==> src/design/sfoc_map.svh <==
// register addresses, field layout, reset values and timing counts of the slice
`ifndef SFOC_MAP_SVH
`define SFOC_MAP_SVH
`define SFOC_ADDR_W         15
`define SFOC_ADDR_SYNC      15'h0210
`define SFOC_ADDR_OVR_LVL   15'h0211
`define SFOC_ADDR_OVERRANGE_CONFIG   15'h0213
`define SFOC_ADDR_INIT      15'h0270
`define SFOC_RST_SYNC_LIM   5'h03
`define SFOC_RST_OVR_LVL    8'hf2
`define SFOC_RST_OVERRANGE_OUTPUT_ENABLE     1'h0
`define SFOC_RST_OVR_EXP    3'h7
`define SFOC_SYNC_LIM_MSB   4
`define SFOC_OVERRANGE_OUTPUT_ENABLE_BIT     3
`define SFOC_OVR_EXP_MSB    2
`define SFOC_HOLD_BASE      10'h004
`define SFOC_LEVEL_W        8
`define SFOC_SPI_CMD_LAST   5'h0f
`define SFOC_SPI_DATA_LAST  5'h17
`define SFOC_SPI_SHIFT_W    16
`define SFOC_DATA_W         8
`endif

==> src/design/sfoc_pkg.sv <==
// shared types of the sync qualifier / over-range slice
`include "sfoc_map.svh"
package sfoc_pkg;
  // serial frame phases, one-hot
  typedef enum logic [3:0] {
    SFOC_IDLE = 4'b0001,
    SFOC_ADDR = 4'b0010,
    SFOC_DATA = 4'b0100,
    SFOC_DONE = 4'b1000
  } sfoc_spi_state_e;
  // over-range configuration fields
  typedef struct packed {
    logic       enable;
    logic [2:0] hold_exp;
  } sfoc_overrange_config_s;
  // decoded serial command word
  typedef struct packed {
    logic                    is_read;
    logic [`SFOC_ADDR_W-1:0] addr;
  } sfoc_spi_cmd_s;
endpackage

==> src/design/sfoc_sync_qual.sv <==
// qualifier that turns a run of low sync samples into a request
`timescale 1ns/1ps
`include "sfoc_map.svh"
module sfoc_sync_qual
  import sfoc_pkg::*;
#(
  parameter int LIMIT_W = 5
) (
  // clock and reset
  input  wire logic               clock_i,
  input  wire logic               rst_i,
  // link side, sync already synchronised
  input  wire logic               link_tick_i,
  input  wire logic               link_enable_i,
  input  wire logic               sync_n_i,
  input  wire logic [LIMIT_W-1:0] limit_i,
  // results
  output logic                    request_o,
  output logic                    error_report_o
);
  logic [LIMIT_W:0] run;
  // one bit wider so that limit plus one always fits
  wire  [LIMIT_W:0] run_goal = {1'b0, limit_i} + {{LIMIT_W{1'b0}}, 1'b1};
  wire  [LIMIT_W:0] next_run = run + {{LIMIT_W{1'b0}}, 1'b1};
  // limit assumed static while the link runs, >= tolerates a late change
  wire              run_full = (run >= run_goal);

  // count consecutive low samples on link ticks only
  always_ff @(posedge clock_i) begin
    if (rst_i || !link_enable_i) begin
      run            <= '0;
      request_o      <= 1'b0;
      error_report_o <= 1'b0;
    end else begin
      error_report_o <= 1'b0;
      if (link_tick_i) begin
        if (sync_n_i) begin
          run            <= '0;
          request_o      <= 1'b0;
          error_report_o <= (run != '0) && !request_o;
        end else if (!run_full) begin
          run       <= next_run;
          request_o <= (next_run >= run_goal);
        end
      end
    end
  end

  property p_req_after_run;
    @(posedge clock_i) disable iff (rst_i)
      $rose(request_o) |-> (run == run_goal);
  endproperty
  a_req_after_run: assert property (p_req_after_run) else $error("request before run");

  property p_high_breaks_run;
    @(posedge clock_i) disable iff (rst_i)
      (link_tick_i && sync_n_i) |=> (run == '0) && !request_o;
  endproperty
  a_high_breaks_run: assert property (p_high_breaks_run) else $error("run not cleared");

  property p_short_is_error;
    @(posedge clock_i) disable iff (rst_i)
      error_report_o |-> $past(link_tick_i) && $past(sync_n_i) && !request_o;
  endproperty
  a_short_is_error: assert property (p_short_is_error) else $error("bad error report");

  property p_count_on_tick;
    @(posedge clock_i) disable iff (rst_i)
      (!link_tick_i && link_enable_i) |=> (run == $past(run));
  endproperty
  a_count_on_tick: assert property (p_count_on_tick) else $error("count off tick");
endmodule

==> src/design/sfoc_ovr_chan.sv <==
// one channel of over-range detection with pulse extension
`timescale 1ns/1ps
`include "sfoc_map.svh"
module sfoc_ovr_chan
  import sfoc_pkg::*;
#(
  parameter int SAMPLE_W = 12,
  parameter int HOLD_W   = 10
) (
  // clock and reset
  input  wire logic                clock_i,
  input  wire logic                rst_i,
  // sample and settings
  input  wire logic [SAMPLE_W-1:0] sample_i,
  input  wire logic [`SFOC_LEVEL_W-1:0] level_i,
  input  wire sfoc_overrange_config_s       cfg_i,
  // flag
  output logic                     flag_o
);
  localparam int PAD_W = SAMPLE_W - 1 - `SFOC_LEVEL_W;
  logic [HOLD_W-1:0] hold;
  logic [15:0]       hi_run;
  // two's complement magnitude, negative full scale maps to full scale
  wire [SAMPLE_W-1:0] mag = sample_i[SAMPLE_W-1] ? (~sample_i + 1'b1) : sample_i;
  // level is a fraction of 256 of full scale
  wire [SAMPLE_W-1:0] thr = {1'b0, level_i, {PAD_W{1'b0}}};
  wire                detect = (mag >= thr);
  // each exponent step doubles the hold period
  wire [HOLD_W-1:0]   hold_len = HOLD_W'(`SFOC_HOLD_BASE) << cfg_i.hold_exp;

  // extend each detection to at least hold_len sampling cycles
  always_ff @(posedge clock_i) begin
    if (rst_i || !cfg_i.enable) begin
      hold   <= '0;
      flag_o <= 1'b0;
    end else begin
      flag_o <= detect || (hold > HOLD_W'(1));
      if (detect)
        hold <= hold_len;
      else if (hold != '0)
        hold <= hold - HOLD_W'(1);
    end
  end

  // helper: length of the current high run of the flag
  always_ff @(posedge clock_i) begin
    if (rst_i || !flag_o)
      hi_run <= 16'h0001;
    else
      hi_run <= hi_run + 16'h0001;
  end

  property p_detect_sets;
    @(posedge clock_i) disable iff (rst_i)
      (detect && cfg_i.enable) |=> flag_o && (hold == $past(hold_len));
  endproperty
  a_detect_sets: assert property (p_detect_sets) else $error("detect lost");

  property p_disabled_low;
    @(posedge clock_i) disable iff (rst_i)
      !cfg_i.enable |=> !flag_o;
  endproperty
  a_disabled_low: assert property (p_disabled_low) else $error("flag while disabled");

  property p_min_width;
    @(posedge clock_i) disable iff (rst_i)
      ($fell(flag_o) && $past(cfg_i.enable) && $stable(cfg_i.hold_exp))
        |-> ($past(hi_run) >= 16'($past(hold_len)));
  endproperty
  a_min_width: assert property (p_min_width) else $error("pulse too short");
endmodule

==> src/design/sfoc_top.sv <==
// top of the sync qualifier, over-range and init status slice with its serial port
//
// Notes on behaviour
// - request after limit-plus-one consecutive low samples
// - shorter low pulse is error report, ignored
// - sync sampled and counted on half-rate link tick
// - flag when magnitude reaches programmed level
// - level means level over 256 of full scale
// - disabled over-range holds all four flags low
// - flag pulse lasts four times two-power-exponent
// - each exponent step doubles hold period
// - init done set after init; host waits
`timescale 1ns/1ps
`include "sfoc_map.svh"
module sfoc_top
  import sfoc_pkg::*;
#(
  parameter int SAMPLE_W    = 12,
  parameter int INIT_CYCLES = 16
) (
  // clock and reset
  input  wire logic                     clock_i,
  input  wire logic                     rst_i,
  // serial register port pins
  input  wire logic                     spi_sclk_i,
  input  wire logic                     spi_cs_n_i,
  input  wire logic                     spi_sdi_i,
  output logic                          spi_sdo_o,
  output logic                          spi_sdo_oe_o,
  // link side
  input  wire logic                     sync_n_i,
  input  wire logic                     link_enable_i,
  output logic                          sync_request_o,
  output logic                          sync_error_report_o,
  // converter samples, one per channel, same clock
  input  wire logic [3:0][SAMPLE_W-1:0] samples_i,
  // over-range flags
  output logic                          overrange_flag_a_o,
  output logic                          overrange_flag_b_o,
  output logic                          overrange_flag_c_o,
  output logic                          overrange_flag_d_o,
  // status
  output logic                          init_done_o
);
  localparam int          CHANNELS = 4;
  localparam int          SHIFT_W  = `SFOC_SPI_SHIFT_W;
  localparam int          DATA_W   = `SFOC_DATA_W;
  localparam int          INIT_W   = $clog2(INIT_CYCLES + 1);
  localparam int          PIN_SCLK = 0;
  localparam int          PIN_CS_N = 1;
  localparam int          PIN_SDI  = 2;
  localparam int          PIN_SYNC = 3;
  localparam logic [3:0]  PIN_IDLE = 4'ha;

  // pin synchronisers
  logic [3:0]            pin_meta;
  logic [3:0]            pin_sync;
  logic                  sclk_prev;
  // serial frame
  sfoc_spi_state_e       state;
  sfoc_spi_state_e       next_state;
  logic [4:0]            bit_cnt;
  logic [SHIFT_W-1:0]    shift_in;
  logic [DATA_W-1:0]     shift_out;
  sfoc_spi_cmd_s         cmd;
  logic                  load_rd;
  logic                  wr_strobe;
  logic [DATA_W-1:0]     wr_data;
  logic                  sdo_oe;
  // registers
  logic [`SFOC_SYNC_LIM_MSB:0] sync_lim;
  logic [`SFOC_LEVEL_W-1:0]    ovr_level;
  sfoc_overrange_config_s               overrange_config;
  // init and link timing
  logic [INIT_W-1:0]     init_cnt;
  logic                  init_done;
  logic                  link_tick;
  logic [CHANNELS-1:0]   flags;

  // pin synchronisers: the first stage is read only by the second
  always_ff @(posedge clock_i) begin
    if (rst_i) begin
      pin_meta  <= PIN_IDLE;
      pin_sync  <= PIN_IDLE;
      sclk_prev <= 1'b0;
    end else begin
      pin_meta  <= {sync_n_i, spi_sdi_i, spi_cs_n_i, spi_sclk_i};
      pin_sync  <= pin_meta;
      sclk_prev <= pin_sync[PIN_SCLK];
    end
  end

  // edge and frame decode; sclk must run well below clock_i / 4
  wire cs_active = !pin_sync[PIN_CS_N];
  wire sdi       = pin_sync[PIN_SDI];
  wire sclk_rise = pin_sync[PIN_SCLK] && !sclk_prev && cs_active;
  wire sclk_fall = !pin_sync[PIN_SCLK] && sclk_prev && cs_active;
  wire counting  = sclk_rise && (state != SFOC_DONE);
  wire cmd_last  = counting && (bit_cnt == `SFOC_SPI_CMD_LAST);
  wire data_last = counting && (bit_cnt == `SFOC_SPI_DATA_LAST);
  wire [SHIFT_W-1:0] next_shift = {shift_in[SHIFT_W-2:0], sdi};

  // frame phase sequencing
  always_comb begin
    next_state = state;
    unique case (state)
      SFOC_IDLE: if (cs_active) next_state = SFOC_ADDR;
      SFOC_ADDR: if (cmd_last) next_state = SFOC_DATA;
      SFOC_DATA: if (data_last) next_state = SFOC_DONE;
      SFOC_DONE: next_state = SFOC_DONE;
    endcase
    if (!cs_active)
      next_state = SFOC_IDLE;
  end

  // phase register
  always_ff @(posedge clock_i) begin
    if (rst_i)
      state <= SFOC_IDLE;
    else
      state <= next_state;
  end

  // input shifter and bit counter, restarted by chip select
  always_ff @(posedge clock_i) begin
    if (rst_i || !cs_active) begin
      bit_cnt  <= '0;
      shift_in <= '0;
    end else if (counting) begin
      bit_cnt  <= bit_cnt + 5'h01;
      shift_in <= next_shift;
    end
  end

  // command capture and write strobe
  always_ff @(posedge clock_i) begin
    if (rst_i) begin
      cmd       <= '0;
      load_rd   <= 1'b0;
      wr_strobe <= 1'b0;
      wr_data   <= '0;
    end else begin
      load_rd   <= cmd_last;
      // writes before init completes are dropped on purpose
      wr_strobe <= data_last && !cmd.is_read && init_done;
      if (cmd_last)
        cmd <= next_shift;
      if (data_last)
        wr_data <= next_shift[DATA_W-1:0];
    end
  end

  // address decode
  wire hit_sync = (cmd.addr == `SFOC_ADDR_SYNC);
  wire hit_lvl  = (cmd.addr == `SFOC_ADDR_OVR_LVL);
  wire hit_cfg  = (cmd.addr == `SFOC_ADDR_OVERRANGE_CONFIG);
  wire hit_init = (cmd.addr == `SFOC_ADDR_INIT);

  // readback, reserved bits and unmapped addresses read zero
  wire [DATA_W-1:0] rd_sync = {3'h0, sync_lim};
  wire [DATA_W-1:0] rd_lvl  = ovr_level;
  wire [DATA_W-1:0] rd_cfg  = {4'h0, overrange_config.enable, overrange_config.hold_exp};
  wire [DATA_W-1:0] rd_init = {7'h00, init_done};
  wire [DATA_W-1:0] rd_data = hit_sync ? rd_sync :
                              hit_lvl  ? rd_lvl  :
                              hit_cfg  ? rd_cfg  :
                              hit_init ? rd_init : 8'h00;

  // output shifter, msb first, changes on falling sclk
  always_ff @(posedge clock_i) begin
    if (rst_i || !cs_active) begin
      shift_out <= '0;
      sdo_oe    <= 1'b0;
    end else if (load_rd) begin
      shift_out <= rd_data;
      sdo_oe    <= cmd.is_read;
    end else if (sclk_fall && state == SFOC_DATA) begin
      shift_out <= {shift_out[DATA_W-2:0], 1'b0};
    end
  end

  assign spi_sdo_o    = shift_out[DATA_W-1];
  assign spi_sdo_oe_o = sdo_oe;

  // writable registers; reserved bits are not stored
  always_ff @(posedge clock_i) begin
    if (rst_i) begin
      sync_lim  <= `SFOC_RST_SYNC_LIM;
      ovr_level <= `SFOC_RST_OVR_LVL;
      overrange_config   <= '{enable: `SFOC_RST_OVERRANGE_OUTPUT_ENABLE, hold_exp: `SFOC_RST_OVR_EXP};
    end else if (wr_strobe) begin
      if (hit_sync)
        sync_lim <= wr_data[`SFOC_SYNC_LIM_MSB:0];
      if (hit_lvl)
        ovr_level <= wr_data;
      if (hit_cfg) begin
        overrange_config.enable   <= wr_data[`SFOC_OVERRANGE_OUTPUT_ENABLE_BIT];
        overrange_config.hold_exp <= wr_data[`SFOC_OVR_EXP_MSB:0];
      end
    end
  end

  // init sequencer: a fixed settle count stands in for internal start-up
  always_ff @(posedge clock_i) begin
    if (rst_i) begin
      init_cnt  <= '0;
      init_done <= 1'b0;
    end else if (!init_done) begin
      init_cnt  <= init_cnt + INIT_W'(1);
      init_done <= (init_cnt == INIT_W'(INIT_CYCLES - 1));
    end
  end

  assign init_done_o = init_done;

  // link clock is half the sampling rate, an enable every second cycle
  always_ff @(posedge clock_i) begin
    if (rst_i)
      link_tick <= 1'b0;
    else
      link_tick <= !link_tick;
  end

  // sync request qualifier on the link tick
  sfoc_sync_qual #(
    .LIMIT_W (`SFOC_SYNC_LIM_MSB + 1)
  ) u_sync_qual (
    .clock_i        (clock_i),
    .rst_i          (rst_i),
    .link_tick_i    (link_tick),
    .link_enable_i  (link_enable_i),
    .sync_n_i       (pin_sync[PIN_SYNC]),
    .limit_i        (sync_lim),
    .request_o      (sync_request_o),
    .error_report_o (sync_error_report_o)
  );

  // one detector per channel, each driving only its own flag
  for (genvar ch = 0; ch < CHANNELS; ch++) begin : g_chan
    sfoc_ovr_chan #(
      .SAMPLE_W (SAMPLE_W)
    ) u_chan (
      .clock_i  (clock_i),
      .rst_i    (rst_i),
      .sample_i (samples_i[ch]),
      .level_i  (ovr_level),
      .cfg_i    (overrange_config),
      .flag_o   (flags[ch])
    );
  end

  assign overrange_flag_a_o = flags[0];
  assign overrange_flag_b_o = flags[1];
  assign overrange_flag_c_o = flags[2];
  assign overrange_flag_d_o = flags[3];

  property p_init_sticks;
    @(posedge clock_i) disable iff (rst_i)
      init_done |=> init_done;
  endproperty
  a_init_sticks: assert property (p_init_sticks) else $error("init done dropped");

  property p_no_write_before_init;
    @(posedge clock_i) disable iff (rst_i)
      !init_done |=> $stable(ovr_level) && $stable(sync_lim) && $stable(overrange_config);
  endproperty
  a_no_write_before_init: assert property (p_no_write_before_init)
    else $error("write before init");

  property p_link_half_rate;
    @(posedge clock_i) disable iff (rst_i)
      link_tick |=> !link_tick ##1 link_tick;
  endproperty
  a_link_half_rate: assert property (p_link_half_rate) else $error("link tick rate");

  property p_all_low_disabled;
    @(posedge clock_i) disable iff (rst_i)
      !overrange_config.enable |=> (flags == '0);
  endproperty
  a_all_low_disabled: assert property (p_all_low_disabled) else $error("flags while off");

  property p_sdo_released;
    @(posedge clock_i) disable iff (rst_i)
      !cs_active |=> !spi_sdo_oe_o;
  endproperty
  a_sdo_released: assert property (p_sdo_released) else $error("sdo driven idle");
endmodule

==> config.mk <==
export PLATFORM = sky130hd
export DESIGN_NAME = sfoc_top
export DESIGN_NICKNAME = d
export VERILOG_FILES = /design/src/design/sfoc_pkg.sv /design/src/design/sfoc_sync_qual.sv /design/src/design/sfoc_ovr_chan.sv /design/src/design/sfoc_top.sv
export VERILOG_INCLUDE_DIRS = /design/src /design/src/design
export SDC_FILE = /design/constraint.sdc
export NUM_CORES = 1
export LEC_CHECK = 0
export ABC_CLOCK_PERIOD_IN_PS = 9700
export BUFFER_PORTS_ARGS = -buffer_cell sky130_fd_sc_hd__buf_2
export CORE_UTILIZATION = 40
export DETAILED_ROUTE_END_ITERATION = 16
export SLEW_MARGIN = 20
export SYNTH_ARGS = -nofsm -noshare
export SYNTH_HDL_FRONTEND = slang
export SYNTH_SLANG_ARGS = --single-unit
export TNS_END_PERCENT = 50
==> constraint.sdc <==
create_clock -name clock_i -period 9.7 [get_ports clock_i]
set_clock_uncertainty 0.15 [all_clocks]
set_input_delay 0.97 -clock clock_i [delete_from_list [all_inputs] [get_ports clock_i]]
set_output_delay 0.97 -clock clock_i [all_outputs]
set_load 0.1 [all_outputs]
==> flow_summary.ini, run 1 <==
[status]
status = complete, no violations

[timing]
layout_setup_ws_ns = 5.60
setup_viol = 0
rsz0062_at_grt = false
fin_crit_ns = 4.10
slew_headroom = 0.394
fin_crit_sh = 0.422
report.final.slew_viol_count = 0
hold_violations = 0
fin_setup_tns_ns = 0
worst_pin_slew_ns = 0.900
max_freq_mhz = 244

[floorplan]
core_area_mm2 = 0.0196
die-area_mm2 = 0.0206
ioPinCount = 64
die_h_um = 144
die_x_um = 144
start_util = 0.410
num_rows = 51

[route]
m1WireLength_um = 9040
wl_met3_um = 564
met2_length_um = 7830
vias_per_cell = 5.25
drc = 0
antenna_left = 0
postRouteWirelength_um = 17600
wl_per_cell_um = 14.0
drt_iter0_drc = 366
drt_first_pass_iters = 4
highest_layer = met4
vias = 6579

[clock_tree]
htree_levels = 4
cts_tree = done
post_cts_buffers = 0
clock_sinks = 144
insertion_delay_ns = 0.42
cts-root-buf = clkbuf_16
cts_buffer_depth = 2
cts_hold_buf = 0
cts_buffers = 17
path_clk_slew_ns = 0.06
ctsResizeCount = 0

[finish]
multiInputGateArea_mm2 = 0.00488
final_nets = 1090
drive_gt1_frac = 0.140
syn2layout_area_growth_pct = 13.8
n_fill_cell = 1954
antenna_cells = 0
seqCellArea_mm2 = 0.00288

[place]
dpl_worst_slack_ns = 5.20
place.port_buffers = 63
gp_congestion = 0.798
post-dp-hpwl_um = 12700

[synthesis]
synthMostInstantiatedCell = dfxtp_1
synth.avg_cell_area_um2 = 8.64
synth_top_area_frac = 0.359
syn_inst = 929
synthTopCellsByCount = dfxtp_1, nand2_1, nor2_1, a21oi_1, ha_1
synth_largest_area_cell = dfxtp_1
async_flop_share = 0
yosys_most_used_dff = dfxtp_1
ys_warn_count = 0
synth_seq_area_share = 0.359
synth_fp_nets = 1043
syn_area_mm2 = 0.00802
synth-seq-cells = 144
synth_edf_count = 0
synth_area_leaders = dfxtp_1, ha_1, mux2i_1, nand2_1, xnor2_1
yosysUniqueCellTypes = 60

[power]
power_frac_clock = 0.493
p_comb_frac = 0.058
p_sw_mw = 0.313
p_leak_nw = 3.77
p_int_mw = 1.02
power.density_mw_per_mm2 = 146
power.share.sequential = 0.449
p_sw_frac = 0.235
peakVddDrop_mv = 0.122

[critical_path]
worstPathMaxFanout = 11
required_ns = 9.85
rr_worst_depth = 5
r2r-start = cmd[5]
rrSetupSlack_ns = 6.66
crit_path_start_kind = primary input
r2r-end = ovr_level[3]
critPathCaptureType = flip-flop
path_class = in -> reg
worstPathArrival_ns = 4.25

[hold_path]
hold_path_end = pin_sync[3]
whs_path_depth = 1
holdCritStartpoint = pin_meta[3]
hold_path_class = reg -> reg

[global_route]
antenna_found_initial = 0
grt_pass1_wl_um = 28900
grt_max_degree = 38
grt_usage = 0.176
grt_pass1_vias = 5953
grt_overflow = 0

[flow_run]
max_cap_viol_count = 0
-- flip-flops by register name, summed over array words and instances (netlist names), 4 cells and up --
signal / cells
pin_sync: 4
shift_in: 15
pin_meta: 4
wr_data: 8
state: 4
g_chan.u_chan.hold: 40
bit_cnt: 5
ovr_level: 8
cmd: 16
g_chan.u_chan.flag_o: 4
shift_out: 8
overrange_config: 4
sync_lim: 5
u_sync_qual.run: 6
init_cnt: 5
-- area by class of cell --
cell class,count,share of cell area
Tap cell,265,0.0363
Multi-Input combinational cell,718,0.534
Clock inverter,12,0.0164
Sequential cell,144,0.316
Timing Repair Buffer,67,0.0378
Inverter,28,0.0115
Clock buffer,20,0.0478
-- per-layer routing --
metal  vias up  track usage
li1       3410            -
met1      3061        0.239
met2        93        0.283
met3        15       0.0357
met4         0       0.0493
met5         -            0
-- placed cells by master (no fill, tap or decap), drive strengths merged, types with 3 or more instances in the layout --
cell / count
a21o: 8
a21oi: 70
a22o: 5
a2bb2oi: 3
and2: 7
and3: 16
buf: 67
clkbuf: 20
clkinv: 4
dfxtp: 144
ha: 59
inv: 32
mux2: 18
mux2i: 44
nand2: 104
nand2b: 4
nand3: 52
nand3b: 6
nand4: 6
nand4b: 5
nor2: 72
nor2b: 19
nor3: 14
nor3b: 10
nor4: 11
nor4bb: 3
o2111ai: 6
o211ai: 6
o21a: 8
o21ai: 33
o31ai: 13
or2: 6
or3: 8
or3b: 5
or4: 12
or4b: 6
xnor2: 41
xor2: 18
-- power groups by stage --
stage	registers, mW	clock network [mW]	logic, mW
floorplan	0.610	0	0.0511
global placement	0.610	0	0.0754
detailed placement	0.610	0	0.0766
CTS	0.597	0.669	0.0775
global route	0.597	0.697	0.0863
finish	0.597	0.655	0.0773
-- logic make-up after synthesis --
group | after synthesis | synth area share
AOI/OAI and AO/OA | 171 | 0.135
DFF | 144 | 0.359
buffers and inverters | 67 | 0.0329
xor gates and xnor gates | 59 | 0.0644
muxes | 62 | 0.0811
adders and majority gates | 59 | 0.0920
and+or+nand+nor | 367 | 0.236
-- metrics by stage --
stage	std cells	hold WS, ns	utilization	power, mW	cell area, µm²
5_1_grt	1254	0.295	0.466	1.38	9130
3_5_place_dp	1222	0.249	0.436	0.687	8540
6_report	1254	0.264	0.466	1.33	9130
4_1_cts	1254	0.265	0.466	1.34	9130
3_3_place_gp	1222	0.244	0.436	0.685	8540
2_1_floorplan	929	0.239	-	0.661	8020
-- how the worst max path moves through the flow --
stage | start | end | slack (ns) | cells past startpoint
floorplan | samples_i[1] | g_chan[0].u_chan.hold[8] | 5.44 | 12
global route | samples_i[25] | g_chan[2].u_chan.hold[8] | 5.44 | 11
global placement | samples_i[25] | g_chan[2].u_chan.hold[3] | 5.21 | 11
detailed placement | samples_i[25] | g_chan[2].u_chan.hold[8] | 5.20 | 11
finish | samples_i[25] | g_chan[2].u_chan.hold[3] | 5.60 | 11
CTS | samples_i[25] | g_chan[2].u_chan.hold[3] | 5.63 | 11
-- critical path: stages --
cell and delay (ns):
buf_2 0.10, or3_1 0.42, or4_1 0.49, or4_1 0.47, and2_1 0.19, xor2_1 0.14
ha_1 0.29, a21o_1 0.16, a21oi_1 0.13, o211a_1 0.49, mux2_2 0.39
Power figures use the tool's default switching activity.
==> inputs of run 2 (changes only) <==
Settings changed: ABC_CLOCK_PERIOD_IN_PS 9700 to 4100.
Clock period 9.7 ns to 4.1 ns, I/O delays scaled along.
==> flow_summary.ini, run 2 (same netlist as run 1, synthesis figures left out) <==
[hold_path]
holdCritStartpoint = sync_n_i
hold_path_class = in -> reg
whs_path_depth = 2
hold_path_end = pin_meta[3]

[floorplan]
num_rows = 51
die_h_um = 144
die-area_mm2 = 0.0206
core_area_mm2 = 0.0196
ioPinCount = 64
die_x_um = 144
start_util = 0.410

[global_route]
grt_max_degree = 38
grt_pass1_vias = 5962
antenna_found_initial = 0
grt_overflow = 0
grt_usage = 0.180
grt_pass1_wl_um = 29200

[timing]
hold_violations = 0
setup_viol = 0
rsz0062_at_grt = false
slew_headroom = 0.365
fin_setup_tns_ns = 0
holdWs_ns = 0.0245
report.final.slew_viol_count = 0
fin_crit_ns = 3.40
worst_pin_slew_ns = 0.944
fin_crit_sh = 0.829
max_freq_mhz = 294

[finish]
final_nets = 1095
final_common_cell = dfxtp_1
largest_register_ffs = 40
antenna_cells = 0
final_core_util = 0.467
top_register = g_chan.u_chan.hold
final_cell_mix = dfxtp_1, nand2_1, nor2_1, a21oi_1, buf_2
reg_top3 = g_chan.u_chan.hold (40), cmd (16), shift_in (15)
n_fill_cell = 1924
syn2layout_area_growth_pct = 14.0
drive_gt1_frac = 0.145

[critical_path]
crit_path_start_kind = primary input
worstPathMaxFanout = 7
required_ns = 4.27
rr_worst_depth = 5
critPathLaunch = samples_i[25]
r2r-start = cmd[5]
rrSetupSlack_ns = 1.06
path_class = in -> reg
worstPathArrival_ns = 3.56
critPathCaptureType = flip-flop
r2r-end = ovr_level[0]

[route]
postRouteWirelength_um = 17800
vias_per_cell = 5.24
vias = 6593
drt_first_pass_iters = 4
antenna_left = 0
drt_iter0_drc = 312
wl_per_cell_um = 14.1
drc = 0

[clock_tree]
cts_buffer_depth = 2
cts_buffers = 17
insertion_delay_ns = 0.43
clock_sinks = 144
path_clk_slew_ns = 0.06
cts_tree = done
cts-root-buf = clkbuf_16
htree_levels = 4
ctsResizeCount = 0

[flow_run]
max_cap_viol_count = 0

[power]
peakVddDrop_mv = 0.301
p_leak_nw = 3.79
power.density_mw_per_mm2 = 339

[place]
place.port_buffers = 63
gp_congestion = 0.809
post-dp-hpwl_um = 12900

[status]
status = complete, no violations
-- run 2: worst max-delay path by stage --
stage | end | slack, ns | cells past startpoint
2_1_floorplan | g_chan[0].u_chan.hold[8] | 0.40 | 12
4_1_cts | g_chan[2].u_chan.hold[3] | 0.72 | 11
3_5_place_dp | g_chan[2].u_chan.hold[3] | 0.28 | 11
5_1_grt | g_chan[2].u_chan.hold[3] | 0.57 | 11
6_report | g_chan[2].u_chan.hold[3] | 0.70 | 11
3_3_place_gp | g_chan[2].u_chan.hold[3] | 0.28 | 11
-- run 2: where the power goes --
group / leakage, nW / internal, mW / switching [mW]
logic: 2.35 / 0.0861 / 0.0989
registers: 1.16 / 1.41 / 0.00522
clock network: 0.281 / 0.863 / 0.639
-- run 2: final cells by class --
class | instances | area, µm² | area share
clock buffers | 19 | 443 | 0.0484
flip-flops and latches | 144 | 2880 | 0.315
multi-input cells | 718 | 4880 | 0.533
clock inverters | 13 | 125 | 0.0137
inverters | 28 | 105 | 0.0115
repair buffers | 72 | 385 | 0.0421
well taps | 265 | 332 | 0.0362
-- run 2: through the flow --
step / total power [mW] / worst slack (ns) / cell area (µm²) / cells
3_3_place_gp: 1.62 / 0.281 / 8570 / 1226
4_1_cts: 3.14 / 0.715 / 9150 / 1259
3_5_place_dp: 1.63 / 0.279 / 8570 / 1226
5_1_grt: 3.22 / 0.575 / 9150 / 1259
6_report: 3.10 / 0.702 / 9150 / 1259
2_1_floorplan: 1.56 / 0.402 / 8020 / 929
-- run 2: critical path: stages --
cell and delay [ns]:
buf_2 0.10, or3_1 0.41, or4_1 0.48, or4_1 0.47
and2_1 0.19, xor2_1 0.14, ha_1 0.29, a21o_1 0.16
a21oi_1 0.13, o211a_1 0.39, mux2_2 0.37
-- run 2: timing repair --
item | 4_1_cts | 5_1_grt
buffers inserted | 0 | 0
endpoints found under the hold margin | 1 | 0
hold buffers | 1 | 0
-- run 2: metal layers --
| layer | vias to the layer above | part of all wire | GRT usage |
|---|---|---|---|
| li1 | 3425 | - | - |
| met1 | 3045 | 0.51 | 0.246 |
| met2 | 103 | 0.44 | 0.281 |
| met3 | 20 | 0.033 | 0.0330 |
| met4 | 0 | 0.014 | 0.0644 |
| met5 | - | 0 | 0 |
==> inputs of run 3 (changes only) <==
Settings changed: ABC_CLOCK_PERIOD_IN_PS 4100 to 3150.
Clock period 4.1 ns to 3.15 ns, I/O delays scaled along.
==> flow_summary.ini, run 3 (same netlist as run 1, synthesis figures left out) <==
[status]
status = complete, no violations

[floorplan]
die_h_um = 144
start_util = 0.410
die_x_um = 144
core_area_mm2 = 0.0196
die-area_mm2 = 0.0206
ioPinCount = 64
num_rows = 51

[timing]
report.final.slew_viol_count = 0
slew_headroom = 0.471
layout_setup_ws_ns = 0.0670
setup_viol = 0
fin_crit_sh = 0.979
hold_violations = 0
fin_setup_tns_ns = 0
max_freq_mhz = 324
worst_pin_slew_ns = 0.786
holdWs_ns = 0.153
fin_crit_ns = 3.08

[global_route]
grt_overflow = 0
grt_usage = 0.187
grt_pass1_wl_um = 30500
grt_pass1_vias = 6255
grt_max_degree = 38
antenna_found_initial = 0

[place]
dpl.cell_count = 1259
post-dp-hpwl_um = 13400
placed_area_mm2 = 0.00887
dpl_worst_slack_ns = -0.398
gp_congestion = 0.813
place.port_buffers = 63

[finish]
final_common_cell = dfxtp_1
antenna_cells = 0
fin_cells = 1296
reg_top3 = g_chan.u_chan.hold (40), cmd (16), shift_in (15)
fin_area_mm2 = 0.00954
final_nets = 1132
largest_register_ffs = 40
n_fill_cell = 1907
syn2layout_area_growth_pct = 18.9
top_register = g_chan.u_chan.hold
drive_gt1_frac = 0.188
final_cell_mix = dfxtp_1, nand2_1, nor2_1, a21oi_1, buf_2
final_core_util = 0.487

[clock_tree]
path_clk_slew_ns = 0.06
clock_sinks = 144
cts_buffer_depth = 2
htree_levels = 4
insertion_delay_ns = 0.43
cts_tree = done
cts-root-buf = clkbuf_16
cts_buffers = 17

[route]
antenna_left = 0
vias = 6729
drt_iter0_drc = 339
vias_per_cell = 5.19
drt_first_pass_iters = 4
postRouteWirelength_um = 18400
wl_per_cell_um = 14.2
drc = 0

[critical_path]
rrSetupSlack_ns = 0.43
critPathLaunch = samples_i[24]
crit_end = g_chan[2].u_chan.hold[3]
worstPathArrival_ns = 3.24
crit_path_start_kind = primary input
r2r-start = cmd[5]
critPathCaptureType = flip-flop
path_class = in -> reg
r2r-end = ovr_level[2]
worstPathMaxFanout = 6
required_ns = 3.31
rr_worst_depth = 6

[power]
power.density_mw_per_mm2 = 425
p_leak_nw = 3.99
power_mw = 4.05
peakVddDrop_mv = 0.366

[hold_path]
holdCritStartpoint = rst_i
hold_path_class = in -> reg

[flow_run]
max_cap_viol_count = 0
==> run 3: layout make-up <==
cell class	count	area (µm²)	share of cell area
clock buffers	18	429	0.0450
inverters	28	105	0.0110
well taps	265	332	0.0348
repair buffers	109	678	0.0711
multi-input cells	718	4970	0.521
flip-flops and latches	144	2880	0.302
clock inverters	14	140	0.0147
==> run 3: critical path, stage by stage <==
cell and delay (ns):
buf_2 0.10, or3_4 0.40, or4_4 0.43, or4_4 0.54, and2_4 0.16, xor2_2 0.13, ha_1 0.30, a21o_1 0.17
a21oi_2 0.13, o211a_4 0.25, mux2_4 0.31
==> run 3: worst min path at each step <==
stage	cells after the start	end
floorplan	1	pin_sync[1]
global placement	1	pin_sync[3]
detailed placement	1	pin_sync[1]
CTS	4	overrange_config[2]
global route	4	overrange_config[2]
finish	4	overrange_config[2]
==> run 3: report_power, final <==
group / total (mW) / switching [mW] / internal [mW]
logic: 0.271 / 0.137 / 0.134
registers: 1.84 / 0.00678 / 1.83
clock network: 1.94 / 0.893 / 1.05
total: 4.05 / 1.04 / 3.02
==> run 3: per-layer routing <==
| layer | global-route usage | wire (µm) | up-vias |
|---|---|---|---|
| met1 | 0.253 | 9330 | 3090 |
| met5 | 0 | 0 | - |
| li1 | - | - | 3505 |
| met4 | 0.0538 | 240 | 0 |
| met3 | 0.0377 | 650 | 17 |
| met2 | 0.300 | 8140 | 117 |
==> run 3: what timing repair did <==
| action | 4_1_cts | 5_1_grt |
|---|---|---|
| hold buffers | 4 | 0 |
| setup endpoints to repair | 0 | 16 |
| resized for setup | 0 | 11 |
| buffers inserted | 0 | 1 |
| hold endpoints to repair | 4 | 0 |
